--- config.mk ---
export PLATFORM = sky130hd
export DESIGN_NAME = dac_update_clear_control
export DESIGN_NICKNAME = d
export VERILOG_FILES = /design/src/core/dac_ctrl_pkg.sv /design/src/core/dac_update_clear_control.sv /design/src/core/pin_sync.sv /design/src/core/serial_frame_shifter.sv
export SDC_FILE = /design/constraint.sdc
export NUM_CORES = 1
export LEC_CHECK = 0
export ABC_AREA = 0
export CORE_MARGIN = 10
export CORE_UTILIZATION = 60
export CTS_CLUSTER_DIAMETER = 60
export DETAILED_ROUTE_END_ITERATION = 10
export DONT_BUFFER_PORTS = 1
export PLACE_DENSITY = 0.87
export RECOVER_POWER = 25
export SYNTH_ARGS = -nofsm -noshare
export SYNTH_HDL_FRONTEND = slang
export SYNTH_SLANG_ARGS = --single-unit
--- constraint.sdc ---
create_clock -name clk_sys_i -period 5.1 [get_ports clk_sys_i]
set_input_delay 1.02 -clock clk_sys_i [delete_from_list [all_inputs] [get_ports clk_sys_i]]
set_output_delay 1.02 -clock clk_sys_i [all_outputs]
set_load 0.1 [all_outputs]
--- src/core/dac_ctrl_pkg.sv ---
// Shared constants for the converter control core: frame layout, register
// addresses, field positions and reset values.
package dac_ctrl_pkg;

	// A complete serial access has at least this many bits; longer daisy-chain frames saturate the count.
	localparam logic [5:0] FRAME_BITS = 6'h20;
	// Bit count value seen just before the last bit of a frame is shifted in.
	localparam logic [5:0] FRAME_LAST = 6'h1F;

	// Frame layout: direction bit, address field, register payload.
	localparam int RW_BIT = 31;
	localparam int ADDR_HI = 30;
	localparam int ADDR_LO = 24;
	localparam int DATA_HI = 23;
	localparam int ADDR_W = 7;
	localparam int REG_W = 24;

	// Output code: 20 bits, MSB aligned inside the 24-bit payload.
	localparam int CODE_W = 20;
	localparam int CODE_HI = 23;
	localparam int CODE_LO = 4;
	// Clear value: 8 bits sitting at the top of the payload and of the code.
	localparam int CLEAR_W = 8;
	localparam int CLEAR_LO = 16;
	localparam int CLEAR_PAD = CODE_W - CLEAR_W;

	// Register addresses.
	localparam logic [6:0] ADDR_NOP = 7'h00;
	localparam logic [6:0] ADDR_CODE = 7'h01;
	localparam logic [6:0] ADDR_PRIMARY_CONFIGURATION = 7'h02;
	localparam logic [6:0] ADDR_CLEAR = 7'h03;
	localparam logic [6:0] ADDR_TRIGGER = 7'h04;
	localparam logic [6:0] ADDR_STATUS = 7'h05;
	localparam logic [6:0] ADDR_SECONDARY_CONFIGURATION = 7'h06;

	// Field positions.
	localparam int UPDATE_MODE_BIT = 14;
	localparam int SDO_DISABLE_BIT = 11;
	localparam int SW_RESET_BIT = 6;
	localparam int SW_CLEAR_BIT = 5;

	// Reset values and masks of the bits that software may change.
	localparam logic [23:0] PRIMARY_CONFIGURATION_RESET = 24'h00_4C80;
	localparam logic [23:0] PRIMARY_CONFIGURATION_WMASK = 24'h8C_7FD0;
	localparam logic [23:0] SECONDARY_CONFIGURATION_RESET = 24'h00_0000;
	localparam logic [23:0] SECONDARY_CONFIGURATION_WMASK = 24'h00_00B0;
	localparam logic [23:0] STATUS_VALUE = 24'h00_0000;
	localparam logic [19:0] CODE_RESET = 20'h0_0000;
	localparam logic [7:0] CLEAR_RESET = 8'h00;

endpackage

--- src/core/dac_update_clear_control.sv ---
// Overview of operation
// - Clear pin low forces buffer and latch to clear value.
// - Clear mode ends at next valid write's frame end.
// - Clear during a frame acts at once.
// - Software clear bit clears latch at frame end.
// - Separate input buffer and output latch.
// - Update-mode bit selects synchronous or asynchronous updating.
// - Synchronous mode: load pulse copies buffer to latch.
// - Load pulse without new buffer data changes nothing.
// - Asynchronous, chain enabled: update at frame end.
// - Asynchronous, chain disabled: update at 32nd falling edge.
// - Software reset bit restores power-on defaults except pin synchronisers and edge history.
// - Bit 31 is direction, next seven bits address.
// - No-operation register write stores nothing but still ends clear mode.
// - Code register holds 20-bit code in bits 23-4.
// - Each access is one 32-bit select-framed frame.
// - Sample inputs on falling, shift outputs on rising edges.
module dac_update_clear_control (
	input wire logic clk_sys_i,
	input wire logic rst_i,
	input wire logic frame_select_n_i,
	input wire logic serial_clk_i,
	input wire logic serial_data_i,
	input wire logic clear_input_n_i,
	input wire logic load_strobe_n_i,
	output logic serial_data_o,
	output logic serial_data_oe_o,
	output logic [19:0] dac_code_o,
	output logic clear_mode_o
);

	// Synchronised pin levels, packed in one group for the synchroniser.
	// Every level lags its pin by two system clocks, which is why each serial
	// clock phase must last at least three system periods.
	logic [4:0] pins_sync;
	wire logic frame_n_s = pins_sync[4];
	wire logic sclk_s = pins_sync[3];
	wire logic sdi_s = pins_sync[2];
	wire logic clear_n_s = pins_sync[1];
	wire logic load_n_s = pins_sync[0];

	// Frame engine results.
	logic [31:0] word;
	logic frame_done;
	logic last_edge;
	logic shifter_sdo;

	// Input buffer and output latch kept apart so a write does not move the output.
	logic [19:0] buffer_reg;
	logic [19:0] buffer_next;
	logic [19:0] latch_reg;
	logic [19:0] latch_next;
	// Buffer written since the last load-pulse update.
	logic dirty_reg;
	// Clear mode, entered by the clear pin.
	logic clear_mode_reg;
	// Configuration and clear-value storage.
	logic [23:0] primary_configuration_reg;
	logic [23:0] secondary_configuration_reg;
	logic [7:0] clear_value_reg;
	// One-cycle soft reset, raised by the trigger register.
	logic soft_rst_reg;
	// Load pin history, for finding the start of a load pulse.
	logic load_prev_reg;
	// A readback word waits in the shifter for the next frame.
	logic read_pending_reg;
	logic sdo_oe_reg;
	logic [23:0] read_data;

	// Address match, used by every register decode below.
	// A function keeps the write decode and the readback mux on one compare.
	function automatic logic hit(input logic [6:0] addr, input logic [6:0] target);
		hit = (addr == target);
	endfunction

	// All pins arrive from the host, so every one passes two flip-flops first.
	// The start levels match the idle pins (select high, serial clock and data
	// low, clear and load released), so no false edge follows reset.
	pin_sync #(
		.WIDTH(5),
		.INIT(5'h13)
	) u_pin_sync (
		.clk_sys_i(clk_sys_i),
		.rst_i(rst_i),
		.pins_i({frame_select_n_i, serial_clk_i, serial_data_i, clear_input_n_i,
			load_strobe_n_i}),
		.pins_o(pins_sync)
	);

	// The fields are read straight from the shift register and only mean
	// something once the last bit is in, so every strobe that reads them is gated by the done or last-edge pulse.
	// Frame decode: direction bit, address and payload.
	wire logic is_read_bit = word[dac_ctrl_pkg::RW_BIT];
	wire logic [6:0] addr = word[dac_ctrl_pkg::ADDR_HI:dac_ctrl_pkg::ADDR_LO];
	wire logic [23:0] payload = word[dac_ctrl_pkg::DATA_HI:0];
	wire logic wr_done = frame_done && !is_read_bit;
	wire logic rd_done = frame_done && is_read_bit;
	wire logic code_in_word = !is_read_bit && hit(addr, dac_ctrl_pkg::ADDR_CODE);
	// Writes to the no-operation address match none of these, but still end clear mode.
	wire logic wr_code = wr_done && code_in_word;
	wire logic wr_primary_configuration = wr_done && hit(addr, dac_ctrl_pkg::ADDR_PRIMARY_CONFIGURATION);
	wire logic wr_clear = wr_done && hit(addr, dac_ctrl_pkg::ADDR_CLEAR);
	wire logic wr_secondary_configuration = wr_done && hit(addr, dac_ctrl_pkg::ADDR_SECONDARY_CONFIGURATION);
	wire logic wr_trigger = wr_done && hit(addr, dac_ctrl_pkg::ADDR_TRIGGER);
	wire logic sw_clear = wr_trigger && payload[dac_ctrl_pkg::SW_CLEAR_BIT];
	wire logic sw_reset = wr_trigger && payload[dac_ctrl_pkg::SW_RESET_BIT];

	// Code carried by the frame, taken from bits 23 to 4.
	wire logic [19:0] word_code = payload[dac_ctrl_pkg::CODE_HI:dac_ctrl_pkg::CODE_LO];
	// Clear value widened to a full code, lower bits zero.
	wire logic [19:0] clear_code = {clear_value_reg, {dac_ctrl_pkg::CLEAR_PAD{1'b0}}};
	// Newest code: a code carried by the current frame wins over the buffer.
	wire logic [19:0] newest_code = code_in_word ? word_code : buffer_reg;

	// Update mode selection.
	wire logic sync_mode = primary_configuration_reg[dac_ctrl_pkg::UPDATE_MODE_BIT];
	wire logic sdo_disabled = primary_configuration_reg[dac_ctrl_pkg::SDO_DISABLE_BIT];
	wire logic clear_pin = !clear_n_s;
	// Leaving clear mode needs a valid write with the pin released.
	wire logic clear_exit = clear_mode_reg && wr_done && !clear_pin;
	// Asynchronous update points: frame end with chain enabled, 32nd edge without.
	wire logic async_at_end = !sync_mode && !sdo_disabled && frame_done;
	wire logic async_at_edge = !sync_mode && sdo_disabled && last_edge;
	// Leaving clear mode in asynchronous mode lets the newest code through at
	// once; with the chain off the 32nd edge fell while the latch was still
	// held, so the exit frame end is the only point left to apply it.
	wire logic exit_update = clear_exit && !sync_mode;
	// In asynchronous mode the load pin is assumed tied low and is not looked at.
	wire logic load_fall = load_prev_reg && !load_n_s;
	// Only the falling edge counts, so a pulse acts once whatever its length,
	// provided it spans at least two system clocks.
	// A load pulse only moves the output when the buffer holds new data.
	wire logic sync_update = sync_mode && load_fall && dirty_reg;
	// The host is trusted to have finished its buffer write before the pulse.

	// Serial shifter and frame engine.
	// Its edges lag the real serial clock by about three system cycles.
	serial_frame_shifter u_shifter (
		.clk_sys_i(clk_sys_i),
		.rst_i(rst_i),
		.soft_rst_i(soft_rst_reg),
		.sclk_i(sclk_s),
		.frame_n_i(frame_n_s),
		.sdi_i(sdi_s),
		.load_i(rd_done),
		.load_word_i({1'b1, addr, read_data}),
		.shift_o(word),
		.frame_done_o(frame_done),
		.last_edge_o(last_edge),
		.sdo_o(shifter_sdo)
	);

	// Readback mux; trigger bits always read zero because they are one-shot.
	// Unknown and write-only addresses read as zero, so no stale bits of
	// another register ever reach the host.
	assign read_data =
		hit(addr, dac_ctrl_pkg::ADDR_CODE) ? {buffer_reg, 4'h0} :
		hit(addr, dac_ctrl_pkg::ADDR_PRIMARY_CONFIGURATION) ? primary_configuration_reg :
		hit(addr, dac_ctrl_pkg::ADDR_CLEAR) ?
			{clear_value_reg, {dac_ctrl_pkg::CLEAR_LO{1'b0}}} :
		hit(addr, dac_ctrl_pkg::ADDR_STATUS) ? dac_ctrl_pkg::STATUS_VALUE :
		hit(addr, dac_ctrl_pkg::ADDR_SECONDARY_CONFIGURATION) ? secondary_configuration_reg :
		24'h00_0000;

	// Buffer: the clear pin overrides everything, even mid-frame.
	// Only a complete write frame reaches the buffer; short frames leave it alone.
	assign buffer_next = clear_pin ? clear_code :
		wr_code ? word_code :
		buffer_reg;

	// Latch priority: clear pin, software clear, clear-mode hold, then updates.
	// Both clears beat the updates, so a frame that ends while the output is
	// being cleared cannot overwrite the clear code.
	assign latch_next = clear_pin ? clear_code :
		sw_clear ? clear_code :
		(clear_mode_reg && !clear_exit) ? latch_reg :
		(async_at_end || async_at_edge || exit_update) ? newest_code :
		sync_update ? buffer_reg :
		latch_reg;

	// Code path registers; the soft reset pulse brings back power-on values.
	always_ff @(posedge clk_sys_i or posedge rst_i) begin
		if (rst_i) begin
			buffer_reg <= dac_ctrl_pkg::CODE_RESET;
			latch_reg <= dac_ctrl_pkg::CODE_RESET;
		end else if (soft_rst_reg) begin
			buffer_reg <= dac_ctrl_pkg::CODE_RESET;
			latch_reg <= dac_ctrl_pkg::CODE_RESET;
		end else begin
			buffer_reg <= buffer_next;
			latch_reg <= latch_next;
		end
	end

	// New-data flag: a buffer write sets it and wins over a clearing update.
	// Asynchronous updates leave it set; the latch already matches the buffer
	// then, so a load pulse after a change of mode copies the same code.
	always_ff @(posedge clk_sys_i or posedge rst_i) begin
		if (rst_i) begin
			dirty_reg <= 1'b0;
		end else if (soft_rst_reg) begin
			dirty_reg <= 1'b0;
		end else if (wr_code) begin
			dirty_reg <= 1'b1;
		end else if (sync_update) begin
			dirty_reg <= 1'b0;
		end
	end

	// Clear mode: the pin sets it and wins over an exiting write.
	// A soft reset drops it even with the pin low; the pin sets it again on
	// the next cycle, so the pin still has the last word.
	always_ff @(posedge clk_sys_i or posedge rst_i) begin
		if (rst_i) begin
			clear_mode_reg <= 1'b0;
		end else if (soft_rst_reg) begin
			clear_mode_reg <= 1'b0;
		end else if (clear_pin) begin
			clear_mode_reg <= 1'b1;
		end else if (clear_exit) begin
			clear_mode_reg <= 1'b0;
		end
	end

	// Configuration registers keep only their writable bits.
	// Masking on write keeps reserved bits at zero, so readback shows only
	// what the hardware really holds.
	always_ff @(posedge clk_sys_i or posedge rst_i) begin
		if (rst_i) begin
			primary_configuration_reg <= dac_ctrl_pkg::PRIMARY_CONFIGURATION_RESET;
			secondary_configuration_reg <= dac_ctrl_pkg::SECONDARY_CONFIGURATION_RESET;
			clear_value_reg <= dac_ctrl_pkg::CLEAR_RESET;
		end else if (soft_rst_reg) begin
			primary_configuration_reg <= dac_ctrl_pkg::PRIMARY_CONFIGURATION_RESET;
			secondary_configuration_reg <= dac_ctrl_pkg::SECONDARY_CONFIGURATION_RESET;
			clear_value_reg <= dac_ctrl_pkg::CLEAR_RESET;
		end else begin
			if (wr_primary_configuration) begin
				primary_configuration_reg <= payload & dac_ctrl_pkg::PRIMARY_CONFIGURATION_WMASK;
			end
			if (wr_secondary_configuration) begin
				secondary_configuration_reg <= payload & dac_ctrl_pkg::SECONDARY_CONFIGURATION_WMASK;
			end
			if (wr_clear) begin
				clear_value_reg <= payload[dac_ctrl_pkg::DATA_HI:dac_ctrl_pkg::CLEAR_LO];
			end
		end
	end

	// Software reset is a single-cycle pulse, so the trigger never stays set.
	// It comes one cycle after the trigger frame completes. The synchronisers
	// and the load pin history are left alone on purpose, so a pin held low
	// is not taken for a fresh edge afterwards.
	always_ff @(posedge clk_sys_i or posedge rst_i) begin
		if (rst_i) begin
			soft_rst_reg <= 1'b0;
		end else begin
			soft_rst_reg <= sw_reset;
		end
	end

	// Load pin history; its idle level is high in synchronous use.
	// A pin held low, as asynchronous mode wants, therefore never acts again.
	always_ff @(posedge clk_sys_i or posedge rst_i) begin
		if (rst_i) begin
			load_prev_reg <= 1'b1;
		end else begin
			load_prev_reg <= load_n_s;
		end
	end

	// Serial output is driven during frames when the chain output is on, or
	// when a readback is waiting; this keeps reads working with the chain off.
	// Limitation: a short frame after a read does not end the pending state,
	// so the output stays enabled until a complete frame arrives.
	always_ff @(posedge clk_sys_i or posedge rst_i) begin
		if (rst_i) begin
			read_pending_reg <= 1'b0;
			sdo_oe_reg <= 1'b0;
		end else if (soft_rst_reg) begin
			read_pending_reg <= 1'b0;
			sdo_oe_reg <= 1'b0;
		end else begin
			if (rd_done) begin
				read_pending_reg <= 1'b1;
			end else if (frame_done) begin
				read_pending_reg <= 1'b0;
			end
			sdo_oe_reg <= !frame_n_s && (!sdo_disabled || read_pending_reg);
		end
	end

	assign serial_data_o = shifter_sdo;
	assign serial_data_oe_o = sdo_oe_reg;
	assign dac_code_o = latch_reg;
	assign clear_mode_o = clear_mode_reg;

endmodule // dac_update_clear_control

--- src/core/pin_sync.sv ---
// Two flip-flop synchroniser for a group of pins from outside the clock domain.
module pin_sync #(
	parameter int WIDTH = 1,
	parameter logic [WIDTH-1:0] INIT = '0
) (
	input wire logic clk_sys_i,
	input wire logic rst_i,
	input wire logic [WIDTH-1:0] pins_i,
	output logic [WIDTH-1:0] pins_o
);

	// First stage; only the second stage reads it, to keep metastability contained.
	logic [WIDTH-1:0] meta_reg;
	// Second stage, safe for any logic to read.
	logic [WIDTH-1:0] safe_reg;

	// Both stages start at the idle levels of the pins.
	always_ff @(posedge clk_sys_i or posedge rst_i) begin
		if (rst_i) begin
			meta_reg <= INIT;
			safe_reg <= INIT;
		end else begin
			meta_reg <= pins_i;
			safe_reg <= meta_reg;
		end
	end

	assign pins_o = safe_reg;

endmodule // pin_sync

--- src/core/serial_frame_shifter.sv ---
// Serial frame engine: finds serial clock and frame select edges in the system
// clock domain, shifts bits in and out and reports frame events.
module serial_frame_shifter (
	input wire logic clk_sys_i,
	input wire logic rst_i,
	input wire logic soft_rst_i,
	input wire logic sclk_i,
	input wire logic frame_n_i,
	input wire logic sdi_i,
	input wire logic load_i,
	input wire logic [31:0] load_word_i,
	output logic [31:0] shift_o,
	output logic frame_done_o,
	output logic last_edge_o,
	output logic sdo_o
);

	// Previous samples of the synchronised pins, used for edge detection.
	logic sclk_prev_reg;
	logic frame_prev_reg;
	// Shift register, bit counter and event pulses.
	logic [31:0] shift_reg;
	logic [5:0] count_reg;
	logic done_reg;
	logic last_reg;
	logic sdo_reg;

	// Edge decoding of the sampled pins.
	wire logic active = !frame_n_i;
	wire logic frame_start = frame_prev_reg && !frame_n_i;
	wire logic frame_end = !frame_prev_reg && frame_n_i;
	wire logic sclk_fall = active && sclk_prev_reg && !sclk_i;
	wire logic sclk_rise = active && !sclk_prev_reg && sclk_i;
	wire logic [5:0] count_inc = (count_reg == dac_ctrl_pkg::FRAME_BITS) ?
		count_reg : count_reg + 6'h01;

	// Edge history follows the pins every cycle.
	always_ff @(posedge clk_sys_i or posedge rst_i) begin
		if (rst_i) begin
			sclk_prev_reg <= 1'b0;
			frame_prev_reg <= 1'b1;
		end else begin
			sclk_prev_reg <= sclk_i;
			frame_prev_reg <= frame_n_i;
		end
	end

	// Input bits enter on falling serial clock edges; a readback word is loaded
	// between frames so the next frame clocks it out.
	always_ff @(posedge clk_sys_i or posedge rst_i) begin
		if (rst_i) begin
			shift_reg <= '0;
		end else if (soft_rst_i) begin
			shift_reg <= '0;
		end else if (sclk_fall) begin
			shift_reg <= {shift_reg[30:0], sdi_i};
		end else if (load_i && !active) begin
			shift_reg <= load_word_i;
		end
	end

	// Bits are counted from the frame start and the count saturates, so extra
	// bits of a daisy chain ripple through without wrapping the count.
	always_ff @(posedge clk_sys_i or posedge rst_i) begin
		if (rst_i) begin
			count_reg <= '0;
		end else if (soft_rst_i || frame_start) begin
			count_reg <= '0;
		end else if (sclk_fall) begin
			count_reg <= count_inc;
		end
	end

	// A frame only counts when 32 or more bits arrived, as the count saturates; the last-edge pulse
	// follows the 32nd falling edge, when the shift register is complete.
	always_ff @(posedge clk_sys_i or posedge rst_i) begin
		if (rst_i) begin
			done_reg <= 1'b0;
			last_reg <= 1'b0;
		end else begin
			done_reg <= frame_end && (count_reg == dac_ctrl_pkg::FRAME_BITS);
			last_reg <= sclk_fall && (count_reg == dac_ctrl_pkg::FRAME_LAST);
		end
	end

	// Output bits change on rising serial clock edges.
	always_ff @(posedge clk_sys_i or posedge rst_i) begin
		if (rst_i) begin
			sdo_reg <= 1'b0;
		end else if (soft_rst_i) begin
			sdo_reg <= 1'b0;
		end else if (sclk_rise) begin
			sdo_reg <= shift_reg[31];
		end
	end

	assign shift_o = shift_reg;
	assign frame_done_o = done_reg;
	assign last_edge_o = last_reg;
	assign sdo_o = sdo_reg;

endmodule // serial_frame_shifter

==> reports/metrics.cfg, run 1 <==
[status]
status=finished with violations
violations=max-capacitance violations, max-slew violations

[power]
switching_share_pct=21.57
leakage_uw=0.002602
switchingPower_uw=516.7
p_comb_share_pct=2.9
power_density_nw_per_um2=378.8
clkPwrFrac_pct=54.6
seqPwrFrac_pct=42.5
internal-power_uw=1879
p_total_uw=2395
peakVddDrop_v=0.0002242

[timing]
worstMarginPinSlew_ns=3.740
skew_ns=0.01105
finalHoldViolCount=0
rsz0062_at_grt=false
fin_crit_ns=3.201
fmaxAchievable_mhz=312.4
slew_headroom_pct=-150.7
period_share_pct=62.77
slew_violations=89
fin_setup_tns_ns=0
setup_viol=0

[final_layout]
drive_above_1_share_pct=10.48
regArea_um2=3093
layout_common_cells=nand2_1 (123), dfrtp_1 (111), a21oi_1 (58)
multiInputGateArea_um2=2376
final_common_cell=nand2_1
syn2layout_area_growth_pct=11.76
n_fill_cell=650
largest_register_ffs=32
final_nets=579
final_util_pct=68.76
diodes=0

[routing]
drt-initial-drc-count=551
drt-pass1-iter-count=7
vias=4569
avgViaCountPerCell=6.593
drcViolationCount=0
ant_nets=0
routed_wl_um=13960
wl_per_cell_um=20.15

[synth]
synthArstFlopShare_pct=100.0
synth_edf_count=0
synth_seq_cells=123
synth_top_cell_by_area=dfrtp_1
ys.flop_type=dfrtp_1
seq_area_frac_synth_pct=54.67
syn_nets=591
synth.top_cell.area_share_pct=49.09
avgSynthCellArea_um2=9.722
yosysWarnings=0
synth_area_leaders=dfrtp_1 (49%), nand2_1 (8.2%), dfstp_2 (5.6%)
ys_types=45
synth_area_um2=5658
syn_inst=582

[grt]
grt_overflow=0
grt_start_max_net_pins=89
antenna_found_initial=0
grt_pass1_vias=4551
grt_usage_pct=21.90
grt_first_pass_wirelength_um=23310

[cts]
cts_max_path_buffers=2
holdBufCountCts=0
cts_tree=done
post_cts_resized=0
root_buffer=clkbuf_8
cts.clk_slew.worst_paths_ns=0.06
h-tree-depth=4
postCtsSetupBuffers=0
clkLatencyLatePin_ns=0.53
cts_inserted_buffers=17
cts.sink_count=123

[floorplanning]
dieArea_um2=13710
core_area_um2=9196
die_w_um=117.1
rows=35
start_util_pct=61.52
io_pins=30
fp.dieH_um=117.1

[setup_path]
worst-path-max-fanout=88
path_delay_family=buffers and inverters
critPathBufInv=2
cp-end-kind=asynchronous set/reset pin
max_stage_delay_ns=2.06
path_cells=clkinvlp_2 -> buf_4
crit_type=in -> async
cp.required_ns=5.75
crit_slowest_cell=clkinvlp_2
start_kind=input pin
crit_arrival_ns=3.85

[place]
dpl.hpwl_um=8111
place_congestion=0.8440
io_buffers=0

[worst_hold_path]
min_path_type=reg -> reg

[run]
drv_cap=1

power groups by stage:
stage,clock network [uW],registers [uW],logic [uW]
3_3_place_gp,0,1030,66.8
4_1_cts,1320,1020,69.8
5_1_grt,1370,1020,78.3
6_report,1310,1020,68.6
2_1_floorplan,0,1030,55.4
3_5_place_dp,0,1030,69.5
cells in the mapped netlist (all sizes together), types with 3 or more instances:
| library cell | count |
|---|---|
| dfrtp | 111 |
| inv | 5 |
| or2 | 3 |
| a22oi | 17 |
| nand2 | 123 |
| nand4 | 3 |
| nand2b | 4 |
| a2bb2oi | 5 |
| mux2i | 28 |
| a211oi | 10 |
| a22o | 7 |
| a311oi | 9 |
| clkbuf | 27 |
| nor2 | 31 |
| nor2b | 13 |
| mux2 | 3 |
| nor3b | 4 |
| o21ai | 51 |
| nand3b | 8 |
| a21oi | 58 |
| nand3 | 7 |
| buf | 11 |
| dfstp | 12 |
| xor2 | 3 |
| nor3 | 11 |
final timing paths:
check	start	end	slack, ns	cells after the start
worst max register to register	clear_mode_o	dac_code_o[11]	1.98	5
max in group clk_sys_i	clear_mode_o	dac_code_o[11]	1.98	5
worst min register to register	u_pin_sync.meta_reg[2]	u_pin_sync.pins_o[2]	0.35	0
min in group asynchronous	rst_i	u_pin_sync.meta_reg[3]	1.48	1
worst max-delay path	rst_i	u_shifter.shift_o[19]	1.90	2
worst min-delay path	u_pin_sync.meta_reg[2]	u_pin_sync.pins_o[2]	0.35	0
metal layers:
metal / global-route usage [%] / share of wire, %
met5: 0 / 0
met4: 10.38 / 2.3
met3: 5.097 / 9.3
met2: 35.77 / 49
met1: 26.93 / 40
cell families (layout without fill, tap and decap cells):
| logic type | Yosys count | after routing | share of synthesized area (%) |
|---|---|---|---|
| fa+ha+maj | 2 | 2 | 0.4422 |
| xor+xnor | 4 | 4 | 0.6193 |
| flops | 123 | 123 | 54.67 |
| mux | 31 | 31 | 5.551 |
| buf+inv | 43 | 43 | 3.406 |
| compound gates | 161 | 161 | 17.47 |
| simple gates | 218 | 218 | 17.85 |
layout make-up:
type,count,share of cell area (%)
tap,111,2.196
inverter,5,0.3166
timing repair buffer,7,0.8310
clock inverter,13,3.403
clock buffer,18,6.767
sequential,123,48.91
multi-input combinational,416,37.57
per-stage QoR:
| stage | worst slack [ns] | area, um2 | hold slack, ns | cells |
|---|---|---|---|---|
| finish | 1.899 | 6324 | 0.3522 | 693 |
| floorplan | 0.8290 | 5658 | 0.3312 | 582 |
| CTS | 2.009 | 6340 | 0.3559 | 693 |
| global route | 1.387 | 6324 | 0.3611 | 693 |
| detailed placement | 2.176 | 5697 | 0.3457 | 662 |
| global placement | 2.347 | 5697 | 0.3332 | 662 |
Power figures use the tool's default switching activity.
==> run 2, diff against run 1 <==
- clock period: 5.1 -> 2.95 ns (I/O delays scaled with it)
==> reports/metrics.cfg, run 2 (synthesis gave the netlist of run 1 again) <==
[cts]
cts_tree=done
root_buffer=clkbuf_8
cts.sink_count=123
cts_max_path_buffers=2
cts_inserted_buffers=17
h-tree-depth=4
holdBufCountCts=0
post_cts_resized=0
postCtsSetupBuffers=0
clkLatencyLatePin_ns=0.53
cts.clk_slew.worst_paths_ns=0.07

[routing]
routed_wl_um=14690
drcViolationCount=0
avgViaCountPerCell=6.606
vias=4644
wl_per_cell_um=20.89
drt-initial-drc-count=564
drt-pass1-iter-count=6
ant_nets=0

[place]
place_congestion=0.8778
placed_cell_area_um2=5771
dpl.hpwl_um=8596
place_ws_ns=0.5979
io_buffers=0

[timing]
rsz0062_at_grt=false
finalHoldViolCount=0
setup_viol=0
skew_ns=0.009860
fin_setup_tns_ns=0
worstMarginPinSlew_ns=1.294
slew_headroom_pct=13.23
period_share_pct=82.45
fin_crit_ns=2.432
slew_violations=0
setup_ws_ns=0.5177
fmaxAchievable_mhz=411.1

[final_layout]
syn2layout_area_growth_pct=13.40
final_nets=588
diodes=0
n_fill_cell=609
final_util_pct=69.77
fin_area_um2=6416
regArea_um2=3093
final_common_cell=nand2_1
layout_common_cells=nand2_1 (123), dfrtp_1 (111), a21oi_1 (58)
multiInputGateArea_um2=2384
drive_above_1_share_pct=11.66
largest_register_ffs=32

[floorplanning]
core_area_um2=9196
fp.dieH_um=117.1
io_pins=30
rows=35
start_util_pct=61.52
die_w_um=117.1
dieArea_um2=13710

[grt]
grt_pass1_vias=4895
grt_overflow=0
grt_start_max_net_pins=66
grt_usage_pct=22.83
grt_first_pass_wirelength_um=24340
antenna_found_initial=0

[setup_path]
cp.required_ns=3.36
crit_arrival_ns=2.84
rrSetupSlack_ns=0.52
crit_type=reg -> reg
start_kind=flip-flop
cp-end-kind=flip-flop
worst-path-max-fanout=21

[power]
switching_share_pct=21.89
p_comb_share_pct=3.1
seqPwrFrac_pct=42.2
power_density_nw_per_um2=649.2
switchingPower_uw=911.8
leakage_uw=0.002652
peakVddDrop_v=0.0004804
internal-power_uw=3253
clkPwrFrac_pct=54.7

[run]
drv_cap=0

[status]
status=finished clean

[worst_hold_path]
min_path_type=in -> reg

-- run 2: layout make-up --
type	count	share of cell area [%]
tap	111	2.165
timing repair buffer	16	2.067
inverter	5	0.3120
clock buffer	19	6.728
clock inverter	13	3.374
sequential	123	48.21
multi-input combinational	416	37.15
-- run 2: path summary, 6_finish.rpt --
kind / cells after the start / startpoint / to
min in group asynchronous: 1 / rst_i / buffer_reg[17]
worst max-delay path: 6 / u_pin_sync.pins_o[1] / dac_code_o[16]
worst max register to register: 6 / u_pin_sync.pins_o[1] / dac_code_o[16]
worst min-delay path: 0 / frame_select_n_i / u_pin_sync.meta_reg[4]
worst min register to register: 0 / u_pin_sync.meta_reg[3] / u_pin_sync.pins_o[3]
max in group asynchronous: 2 / rst_i / primary_configuration_reg[10]
-- run 2: routing by layer --
metal  up-vias  wire length (um)  GRT usage, %
li1       2037                 -             -
met1      2256              5535         27.06
met2       300              7202         37.16
met3        51              1490         5.963
met4         0               457         12.69
met5         -                 0             0
-- run 2: metrics by stage --
step | instances | power [uW] | hold slack [ns]
3_5_place_dp | 671 | 1915 | 0.3362
3_3_place_gp | 671 | 1905 | 0.3327
2_1_floorplan | 582 | 1873 | 0.3312
6_report | 703 | 4165 | 0.05870
5_1_grt | 703 | 4280 | 0.04384
4_1_cts | 703 | 4168 | 0.02161
-- run 2: worst max-delay path, stage by stage (launching register included) --
cell       delay (ns)
dfstp_2          0.80
nand4b_1         0.31
a2111oi_4        0.36
buf_4            0.36
nor2b_1          0.09
a211oi_1         0.26
o21ai_1          0.11
-- run 2: power groups by stage --
stage,combinational (uW),sequential (uW),clock (uW)
floorplan,96.1,1780,0
global placement,121,1780,0
detailed placement,127,1790,0
CTS,131,1760,2280
global route,146,1760,2370
finish,129,1760,2280
==> run 3, diff against run 2 <==
- ABC_AREA: 0 -> 1
- clock period: 2.95 -> 2.45 ns (I/O delays scaled with it)
==> reports/metrics.cfg, run 3 <==
[timing]
slew_headroom_pct=-8.122
skew_ns=0.005296
fin_setup_tns_ns=0
rsz0062_at_grt=false
fin_crit_ns=2.176
hold_slack_ns=0.3475
period_share_pct=88.83
setup_viol=0
fmaxAchievable_mhz=459.5
worstMarginPinSlew_ns=1.622
slew_violations=124
finalHoldViolCount=0

[synth]
synth_area_um2=5841
ys_types=36
syn_inst=660
synth_seq_cells=123
yosysWarnings=0
synth_area_leaders=dfrtp_1 (48%), nand2_1 (6.4%), o21ai_0 (6.1%)
synth_edf_count=0
avgSynthCellArea_um2=8.849
synth.top_cell.area_share_pct=47.56
synthTopCellsByCount=dfrtp_1 (111), nand2_1 (100), inv_1 (84)
yosysMostFrequentCell=dfrtp_1
synthArstFlopShare_pct=100.0
seq_area_frac_synth_pct=52.96
synth_top_cell_by_area=dfrtp_1
ys.flop_type=dfrtp_1
syn_nets=669

[floorplanning]
die_w_um=118.7
fp.dieH_um=118.7
core_area_um2=9371
rows=35
dieArea_um2=14080
start_util_pct=62.32
io_pins=30

[run]
drv_cap=1

[routing]
routed_wl_um=14560
drcViolationCount=0
wl_per_cell_um=17.64
drt-pass1-iter-count=7
avgViaCountPerCell=5.995
drt-initial-drc-count=543
ant_nets=0
vias=4946

[grt]
grt_usage_pct=20.92
grt_first_pass_wirelength_um=24320
grt_overflow=0
grt_start_max_net_pins=124
grt_pass1_vias=4897
antenna_found_initial=0

[cts]
cts_max_path_buffers=2
cts.clk_slew.worst_paths_ns=0.06
cts_inserted_buffers=17
post_cts_resized=0
cts_tree=done
h-tree-depth=4
clkLatencyLatePin_ns=0.52
root_buffer=clkbuf_8
cts.sink_count=123

[setup_path]
start_kind=flip-flop
rrSetupSlack_ns=0.27
path_delay_family=simple AND/OR/NAND/NOR gates
r2r-end=buffer_reg[19]
worst-path-max-fanout=28
cp_common_cell=nand2_2
max_stage_delay_ns=0.42
cp.required_ns=2.88
r2r.worst_path.cells=9
crit_arrival_ns=2.60
crit_type=reg -> reg
critPathBufInv=2
cp-end-kind=flip-flop
path_cells=inv_2 -> nand2_1 -> nor2_4 -> nand2_2 -> nor2_2 -> inv_1 -> nand2_2 -> o2111ai_1 -> o21ai_0
timing.rr.start=u_shifter.shift_o[30]
crit_slowest_cell=nand2_2

[power]
p_comb_share_pct=9.8
clkPwrFrac_pct=48.0
p_total_uw=5222
peakVddDrop_v=0.0004875
leakage_uw=0.003052
power_density_nw_per_um2=782.2
switchingPower_uw=1367
seqPwrFrac_pct=42.2
internal-power_uw=3856
switching_share_pct=26.17

[final_layout]
largest_register_ffs=32
instances_no_fill=825
syn2layout_area_growth_pct=14.31
final_util_pct=71.24
drive_above_1_share_pct=19.25
final_common_cell=dfrtp_1
final_nets=692
diodes=0
layout_common_cells=dfrtp_1 (111), nand2_1 (100), inv_1 (83)

[status]
violations=max-capacitance violations, max-slew violations
status=finished with violations

[worst_hold_path]
hold_end=u_pin_sync.pins_o[3]
min_path_type=reg -> reg
holdPathStages=0
hold_start=u_pin_sync.meta_reg[3]

[place]
place_congestion=0.8777
io_buffers=0
dpl.cell_count=788
dpl.hpwl_um=9175

[run 3: cell count changes in the layout (fill, tap and decap cells not counted), sizes merged, moves of 9 or more]
cell and change:
a211oi -10, a21oi -20, a22oi -13, buf +11
inv +93, mux2i -28, nand2 -9, nand3 +54
nor2b -13, o21ai +53, o22ai +31
[run 3: final cells by class]
class | instances | area [um2]
clock buffers | 21 | 449.2
clock inverters | 11 | 142.6
fillers | 716 | 2695
inverters | 98 | 374.1
multi-input cells | 410 | 2196
flip-flops and latches | 123 | 3093
well taps | 129 | 161.4
repair buffers | 33 | 260.3
[run 3: worst max-delay path by stage]
stage | end | from | cells after the start
floorplan | buffer_reg[0] | rst_i | 1
global placement | buffer_reg[19] | u_shifter.shift_o[29] | 9
detailed placement | buffer_reg[19] | u_shifter.shift_o[30] | 9
CTS | buffer_reg[19] | u_shifter.shift_o[30] | 9
global route | buffer_reg[19] | u_shifter.shift_o[30] | 9
finish | buffer_reg[19] | u_shifter.shift_o[30] | 9
[run 3: logic make-up after synthesis]
logic type | share of synthesized area [%]
compound gates | 19.69
simple gates | 17.33
flops | 52.96
fa+ha+maj | 0.4284
xor+xnor | 0.1500
buf+inv | 9.447
[run 3: repair_timing]
item,4_1_cts,5_1_grt
hold buffers,5,0
setup buffers,0,0
endpoints found under the hold margin,5,0
[run 3: power groups by stage]
stage / combinational, uW / clock [uW] / sequential [uW]
finish: 511 / 2510 / 2200
global route: 565 / 2600 / 2210
floorplan: 323 / 0 / 2280
CTS: 506 / 2500 / 2200
detailed placement: 495 / 0 / 2240
global placement: 482 / 0 / 2230
[run 3: per-stage QoR]
step,worst slack [ns],cell area [um2]
3_5_place_dp,0.3326,6050
2_1_floorplan,0.4585,5844
4_1_cts,0.3002,6691
3_3_place_gp,0.4249,6050
6_report,0.2737,6676
5_1_grt,0.08101,6676
[run 3: metal layers]
layer	track usage, %	up-vias	routed length [um]
li1	-	2260	-
met5	0	-	0
met3	6.759	26	1547
met1	26.28	2376	5938
met4	7.023	0	218
met2	33.33	284	6850
